### src/common/imc_pkg.sv
// Constants, types and helpers shared by the input mapping and mode control block.
package imc_pkg;

   // ----------------------------------------
   // Widths and pin positions
   // ----------------------------------------
   localparam int CH_W = 8;
   localparam int SYNC_W = 4;
   localparam int IDX_IN_A = 0;
   localparam int IDX_IN_B = 1;
   localparam int IDX_SLEEP = 2;
   localparam int IDX_CS = 3;

   // ----------------------------------------
   // Default channel assignment and reset values
   // ----------------------------------------
   localparam int DEF_CH_A = 2;
   localparam int DEF_CH_B = 3;
   localparam logic [CH_W-1:0] OUT_RST = 8'h00;
   // Pins read low after reset, chip select reads idle (high).
   localparam logic [SYNC_W-1:0] SYNC_RST = 4'h8;

   // ----------------------------------------
   // Register select codes on the write port
   // ----------------------------------------
   localparam logic [1:0] SEL_OUT = 2'h0;
   localparam logic [1:0] SEL_MAP_A = 2'h1;
   localparam logic [1:0] SEL_MAP_B = 2'h2;

   // ----------------------------------------
   // Operating modes
   // ----------------------------------------
   typedef enum logic [1:0] {MODE_NORMAL, MODE_LIMP, MODE_SLEEP} imc_mode_e;

   // One-hot channel pattern for a channel index.
   function automatic logic [CH_W-1:0] imc_onehot(input int idx);
      imc_onehot = CH_W'(1) << idx;
   endfunction

endpackage

### src/common/imc_sync_if.sv
// Carrier for the filtered pin levels between the synchroniser and the control logic.
`timescale 1ns/1ps
interface imc_sync_if #(
   parameter int W = 4
);
   logic [W-1:0] level;
   modport src (output level);
   modport dst (input level);
endinterface

### src/logic/imc_pin_sync.sv
// Three-stage pin synchroniser with agreement filter.
`timescale 1ns/1ps
module imc_pin_sync #(
   parameter int W = 4,
   parameter logic [W-1:0] RST_VAL = '0
) (
   // Clock and reset
   input wire logic core_clk_i,
   input wire logic arst_n_i,
   // Raw pins
   input wire logic [W-1:0] pin_i,
   // Filtered levels
   imc_sync_if.src sync
);

   logic [W-1:0] s1_ff;
   logic [W-1:0] s2_ff;
   logic [W-1:0] s3_ff;
   logic [W-1:0] level_ff;
   logic [W-1:0] nxt_level;

   // A bit is taken only once the second and third stages agree, so one
   // metastable sample on the first stage never reaches the logic.
   always_comb begin
      for (int i = 0; i < W; i++) begin
         nxt_level[i] = (s2_ff[i] == s3_ff[i]) ? s3_ff[i] : level_ff[i];
      end
   end

   // Stage registers; the first stage feeds only the second.
   always_ff @(posedge core_clk_i or negedge arst_n_i) begin
      if (!arst_n_i) begin
         s1_ff <= RST_VAL;
         s2_ff <= RST_VAL;
         s3_ff <= RST_VAL;
         level_ff <= RST_VAL;
      end else begin
         s1_ff <= pin_i;
         s2_ff <= s1_ff;
         s3_ff <= s2_ff;
         level_ff <= nxt_level;
      end
   end

   assign sync.level = level_ff;
endmodule

### src/logic/imc_input_mapping_ctrl.sv
// Input mapping, channel drive and sleep/limp-home mode control.
`timescale 1ns/1ps
module imc_input_mapping_ctrl (
   // Clock and reset
   input wire logic core_clk_i,
   input wire logic arst_n_i,
   // Control pins from the controller
   input wire logic direct_input_a_i,
   input wire logic direct_input_b_i,
   input wire logic sleep_ctrl_i,
   input wire logic chip_select_low_n_i,
   // Register write port from the serial decoder
   input wire logic reg_wr_i,
   input wire logic [1:0] reg_sel_i,
   input wire logic [imc_pkg::CH_W-1:0] reg_wr_data_i,
   // Register readback
   output logic [imc_pkg::CH_W-1:0] out_ctrl_o,
   output logic [imc_pkg::CH_W-1:0] input_a_channel_map_o,
   output logic [imc_pkg::CH_W-1:0] input_b_channel_map_o,
   output logic [1:0] input_level_monitor_o,
   // Channel drive
   output logic [imc_pkg::CH_W-1:0] channel_drive_o,
   // Mode and supervision
   output logic mode_limp_o,
   output logic mode_sleep_o,
   output logic uv_detect_en_o,
   output logic spi_enable_o,
   output logic so_oe_o
);

   // ----------------------------------------
   // Pin synchronisation
   // ----------------------------------------
   imc_sync_if #(.W(imc_pkg::SYNC_W)) sync_if ();

   imc_pin_sync #(
      .W(imc_pkg::SYNC_W),
      .RST_VAL(imc_pkg::SYNC_RST)
   ) u_sync (
      .core_clk_i(core_clk_i),
      .arst_n_i(arst_n_i),
      .pin_i({chip_select_low_n_i, sleep_ctrl_i, direct_input_b_i, direct_input_a_i}),
      .sync(sync_if.src)
   );

   logic in_a;
   logic in_b;
   logic sleep_lvl;
   logic cs_n_lvl;

   assign in_a = sync_if.level[imc_pkg::IDX_IN_A];
   assign in_b = sync_if.level[imc_pkg::IDX_IN_B];
   assign sleep_lvl = sync_if.level[imc_pkg::IDX_SLEEP];
   assign cs_n_lvl = sync_if.level[imc_pkg::IDX_CS];

   localparam logic [imc_pkg::CH_W-1:0] MAP_A_RST = imc_pkg::imc_onehot(imc_pkg::DEF_CH_A);
   localparam logic [imc_pkg::CH_W-1:0] MAP_B_RST = imc_pkg::imc_onehot(imc_pkg::DEF_CH_B);

   // ----------------------------------------
   // Register bank
   // ----------------------------------------
   logic [imc_pkg::CH_W-1:0] out_ctrl_ff;
   logic [imc_pkg::CH_W-1:0] map_a_ff;
   logic [imc_pkg::CH_W-1:0] map_b_ff;
   logic [imc_pkg::CH_W-1:0] nxt_out_ctrl;
   logic [imc_pkg::CH_W-1:0] nxt_map_a;
   logic [imc_pkg::CH_W-1:0] nxt_map_b;
   logic wr_seen_ff;
   logic nxt_wr_seen;

   // A low sleep pin holds the bank at defaults and also blocks writes, so
   // a write racing the pin edge cannot leave a stale mapping behind.
   always_comb begin
      nxt_out_ctrl = out_ctrl_ff;
      nxt_map_a = map_a_ff;
      nxt_map_b = map_b_ff;
      nxt_wr_seen = wr_seen_ff;
      if (!sleep_lvl) begin
         nxt_out_ctrl = imc_pkg::OUT_RST;
         nxt_map_a = MAP_A_RST;
         nxt_map_b = MAP_B_RST;
      end else if (reg_wr_i) begin
         case (reg_sel_i)
            imc_pkg::SEL_OUT: begin
               nxt_out_ctrl = reg_wr_data_i;
            end
            imc_pkg::SEL_MAP_A: begin
               nxt_map_a = reg_wr_data_i;
               nxt_wr_seen = 1'b1;
            end
            imc_pkg::SEL_MAP_B: begin
               nxt_map_b = reg_wr_data_i;
               nxt_wr_seen = 1'b1;
            end
            default: begin
               nxt_out_ctrl = out_ctrl_ff;
            end
         endcase
      end
   end

   // Bank registers come out of reset with the default mapping.
   always_ff @(posedge core_clk_i or negedge arst_n_i) begin
      if (!arst_n_i) begin
         out_ctrl_ff <= imc_pkg::OUT_RST;
         map_a_ff <= MAP_A_RST;
         map_b_ff <= MAP_B_RST;
         wr_seen_ff <= 1'b0;
      end else begin
         out_ctrl_ff <= nxt_out_ctrl;
         map_a_ff <= nxt_map_a;
         map_b_ff <= nxt_map_b;
         wr_seen_ff <= nxt_wr_seen;
      end
   end

   // ----------------------------------------
   // Mode and channel drive
   // ----------------------------------------
   imc_pkg::imc_mode_e nxt_mode;
   logic limp_ff;
   logic sleep_ff;
   logic nxt_limp;
   logic nxt_sleep;
   logic [imc_pkg::CH_W-1:0] drive_ff;
   logic [imc_pkg::CH_W-1:0] nxt_drive;
   logic [1:0] monitor_ff;
   logic uv_en_ff;
   logic spi_en_ff;
   logic so_oe_ff;
   logic nxt_uv_en;
   logic nxt_spi_en;
   logic nxt_so_oe;

   // Mode follows the sleep pin and the inputs directly; in limp-home only the
   // fixed default channels run, independent of the bank contents.
   always_comb begin
      nxt_mode = imc_pkg::MODE_NORMAL;
      nxt_drive = out_ctrl_ff | ({imc_pkg::CH_W{in_a}} & map_a_ff)
                  | ({imc_pkg::CH_W{in_b}} & map_b_ff);
      if (!sleep_lvl) begin
         if (in_a || in_b) begin
            nxt_mode = imc_pkg::MODE_LIMP;
            nxt_drive = ({imc_pkg::CH_W{in_a}} & MAP_A_RST)
                        | ({imc_pkg::CH_W{in_b}} & MAP_B_RST);
         end else begin
            nxt_mode = imc_pkg::MODE_SLEEP;
            nxt_drive = imc_pkg::OUT_RST;
         end
      end
      case (nxt_mode)
         imc_pkg::MODE_SLEEP: begin
            nxt_uv_en = 1'b0;
            nxt_spi_en = 1'b0;
         end
         default: begin
            nxt_uv_en = 1'b1;
            nxt_spi_en = 1'b1;
         end
      endcase
      nxt_so_oe = nxt_spi_en && !cs_n_lvl;
      // Mode flags are decoded before the register so the ports come from flops.
      nxt_limp = (nxt_mode == imc_pkg::MODE_LIMP);
      nxt_sleep = (nxt_mode == imc_pkg::MODE_SLEEP);
   end

   // Output registers; the monitor tracks the pins in every mode.
   always_ff @(posedge core_clk_i or negedge arst_n_i) begin
      if (!arst_n_i) begin
         limp_ff <= 1'b0;
         sleep_ff <= 1'b1;
         drive_ff <= imc_pkg::OUT_RST;
         monitor_ff <= 2'h0;
         uv_en_ff <= 1'b0;
         spi_en_ff <= 1'b0;
         so_oe_ff <= 1'b0;
      end else begin
         limp_ff <= nxt_limp;
         sleep_ff <= nxt_sleep;
         drive_ff <= nxt_drive;
         monitor_ff <= {in_b, in_a};
         uv_en_ff <= nxt_uv_en;
         spi_en_ff <= nxt_spi_en;
         so_oe_ff <= nxt_so_oe;
      end
   end

   assign out_ctrl_o = out_ctrl_ff;
   assign input_a_channel_map_o = map_a_ff;
   assign input_b_channel_map_o = map_b_ff;
   assign input_level_monitor_o = monitor_ff;
   assign channel_drive_o = drive_ff;
   assign mode_limp_o = limp_ff;
   assign mode_sleep_o = sleep_ff;
   assign uv_detect_en_o = uv_en_ff;
   assign spi_enable_o = spi_en_ff;
   assign so_oe_o = so_oe_ff;
endmodule

### config.mk
export PLATFORM = sky130hd
export DESIGN_NAME = imc_input_mapping_ctrl
export DESIGN_NICKNAME = d
export VERILOG_FILES = /design/src/common/imc_pkg.sv /design/src/common/imc_sync_if.sv /design/src/logic/imc_pin_sync.sv /design/src/logic/imc_input_mapping_ctrl.sv
export SDC_FILE = /design/constraint.sdc
export NUM_CORES = 1
export LEC_CHECK = 0
export BUFFER_PORTS_ARGS = -buffer_cell sky130_fd_sc_hd__buf_2
export CAP_MARGIN = 20
export CORE_ASPECT_RATIO = 0.9
export CORE_MARGIN = 4
export CORE_UTILIZATION = 45
export CTS_CLUSTER_DIAMETER = 200
export DETAILED_ROUTE_END_ITERATION = 8
export PLACE_DENSITY = 0.71
export SYNTH_ARGS = -nofsm -noshare
export SYNTH_HDL_FRONTEND = slang
export SYNTH_SLANG_ARGS = --single-unit
### constraint.sdc
create_clock -name core_clk_i -period 1.32 [get_ports core_clk_i]
set_input_delay 0.264 -clock core_clk_i [delete_from_list [all_inputs] [get_ports core_clk_i]]
set_output_delay 0.264 -clock core_clk_i [all_outputs]
set_load 0.05 [all_outputs]
==> run summary <==
row cnt: 22
post-synth top area share: 0.5778
ANT cells: 0
die height: 71.81 µm
Cell Int Power: 2310 µW
critical path arrival: 1.01 ns
GPL Wtd Cong: 0.6857
power density over cell area: 1314 nW/µm²
R2R depth: 2
grt ovf: 0
Via density: 4.827
CTS H-tree lvls: 2
die width: 78.90 µm
post-synthesis sequential area ratio: 0.6681
cell area after synthesis: 2036 µm²
Crit path depth: 1
dpl cell area: 2400 µm²
Slew Limit Fails: 0
switch share: 0.3011
Startpoint Class: flop
Reg power frac: 0.555
Max Root-Sink Buffers: 2
Pleak: 0.001319 µW
antenna violations before repair: 0
Remaining DRCs: 0
max_cap viols: 0
area grow syn2layout: 23.54%
initial DRC count: 91
final WL: 4026 µm
Synth cell types: 20
reg2reg start: u_sync.sync.level[0]$_DFFE_PN0N_
final hold violations: 0
Skew-Pair Late Insertion Delay: 0.30 ns
CTS buffer count: 5
overall power: 3306 µW
via count: 1,308
clock-pin slew on the worst setup and hold paths: 0.09 ns
Slowest-stage cell, CP: dfstp_2
Syn Nets: 168
Synthesis Warnings: 0
CP cell instances: buf_4
max_slew headroom: 0.6835
Setup Skew: 0.006241 ns
main flop type after synthesis: dfrtp_1
ratio of cells with drive above 1 in the final layout: 0.3791
cell taking the most area after synthesis: dfrtp_1
Initial Utilization: 0.4834
min Tclk post-route: 1.276 ns
largest net degree at the start of global routing: 55
setup violators final: 0
drt wl/cell: 14.86 µm
final non-filler cell area: 2515 µm²
Fillers: 367
CORE AREA: 4212 µm²
FF+latch count, synth: 54
first-pass GRT wire length: 7107 µm
Gate power share: 0.179
Synth top cells by count: dfrtp_1 (47), nand2_1 (30), mux2i_1 (22), dfstp_2 (7)
Setup TNS Final: 0 ns
Layout Nets: 227
top-count cell post-synth: dfrtp_1
TritonRoute pass-1 iters: 4
number of antenna-violating nets in the routed design: 0
Post-synth EDFFs: 0
critical path type: reg2out
Clk network pwr share: 0.266
worst hold path class: in2reg
Sinks on Clock Net: 54
Critical Path Max Stage Delay: 0.52 ns
# IOs: 56
setup bufs post-CTS: 0
status: finished, final reports clean
largest cells by area after synthesis: dfrtp_1 (58%), mux2i_1 (11%), dfstp_2 (9.0%)
GRT Util Overall: 0.1612
Max VDD drop: 0.0007068 V
hold_ws: 0.04770 ns
R2R Setup Slk: 0.18 ns
Max FO, Critical Path: 1
post-synthesis cell count: 151
WP data required: 1.06 ns
Avg Synthesized Cell Area: 13.48 µm²
r2r endpoint: channel_drive_o[6]$_DFF_PN0_
worst path bufs/invs: 1
CP startpoint: mode_sleep_o$_DFF_PN1_
DP HPWL: 2879 µm
CP Capture Type: primary output
delay-heaviest family, CP: flip-flops
vias in the first global route: 1,423
Worst-Margin Slew: 0.4747 ns
Root Driver: clkbuf_8
CP endpoint: mode_sleep_o
CTS tree: built
ys async rst share: 1.000
Psw: 995.3 µW
RSZ-0062 raised after global routing: no
IO Port Bufs: 55
max frequency: 783.9 MHz
Die ar.: 5665 µm²
Final Cycle Share: 0.9664
## registers in the layout (all words and copies together) (netlist names), 2 cells and up
name	cells
channel_drive_o	8
input_a_channel_map_o	8
input_b_channel_map_o	8
out_ctrl_o	8
u_sync.s1_ff	4
u_sync.s2_ff	4
u_sync.s3_ff	4
u_sync.sync.level	4
input_level_monitor_o	2
## how the worst min path moves through the flow
stage                   startpoint                           end  slack (ns)  cells past startpoint
6_report       chip_select_low_n_i     u_sync.s1_ff[3]$_DFF_PN1_        0.05                      1
5_1_grt        chip_select_low_n_i     u_sync.s1_ff[3]$_DFF_PN1_        0.02                      1
4_1_cts        chip_select_low_n_i     u_sync.s1_ff[3]$_DFF_PN1_        0.03                      1
3_5_place_dp              arst_n_i  channel_drive_o[1]$_DFF_PN0_        0.28                      2
3_3_place_gp              arst_n_i     u_sync.s1_ff[1]$_DFF_PN0_        0.27                      2
2_1_floorplan             arst_n_i  channel_drive_o[0]$_DFF_PN0_       -0.03                      0
## cells by family (layout without fill, tap and decap cells)
logic type | count (synthesis) | count (layout) | share of synthesized area
buffers and inverters | 12 | 72 | 0.04179
and+or+nand+nor | 47 | 47 | 0.1051
DFF | 54 | 54 | 0.6681
adders and majority gates | 4 | 4 | 0.02028
muxes | 24 | 24 | 0.1229
AOI/OAI and AO/OA | 10 | 10 | 0.04179
## placed cells by master (no fill, tap or decap), drive strengths merged
master and count:
a21o 2, a221oi 6, a22o 2, buf 62
clkbuf 6, clkinv 2, dfrtp 47, dfstp 7
dlygate4sd3 1, inv 1, maj3 4, mux2 2
mux2i 22, nand2 30, nand2b 4, nand3b 2
nor2 3, nor2b 6, nor3 1, nor3b 1
## metrics by stage
step,cells,setup slack [ns],util
2_1_floorplan,151,0.1697,-
3_3_place_gp,262,0.2260,0.5698
3_5_place_dp,262,0.1997,0.5698
4_1_cts,271,0.004053,0.5945
5_1_grt,271,0.00004163,0.5971
6_report,271,0.04436,0.5971
## power by group through the flow
stage,Sequential [µW],Clock [µW],Combinational (µW)
after floorplan,2070,0,195
after global placement,1860,0,583
after global routing,1850,1000,637
final,1830,879,593
after detailed placement,1870,0,594
after CTS,1830,923,600
## cell type report
cell class                      count  area (µm²)  share of cell area
Tap cell                           60       75.07             0.02985
Multi-Input combinational cell     85       595.6              0.2368
Inverter                            1       3.754            0.001493
Sequential cell                    54        1360              0.5408
Timing Repair Buffer               63       394.1              0.1567
Clock inverter                      2       13.76            0.005473
Clock buffer                        6       72.57             0.02886
## per-layer routing
layer  GRT usage  vias up  routed length [µm]
met5           0        -                   0
met4     0.05344        0                  27
met3     0.05025        3                 273
met2      0.2705       42                2037
met1      0.1993      647                1687
li1            -      616                   -
## timing repair
item                                    CTS  global route
resized for setup                         3             3
endpoints found under the setup margin    3             2
endpoints found under the hold margin    47             0
hold buffers                              1             0
Note: power is estimated with default switching activity, not from simulation.
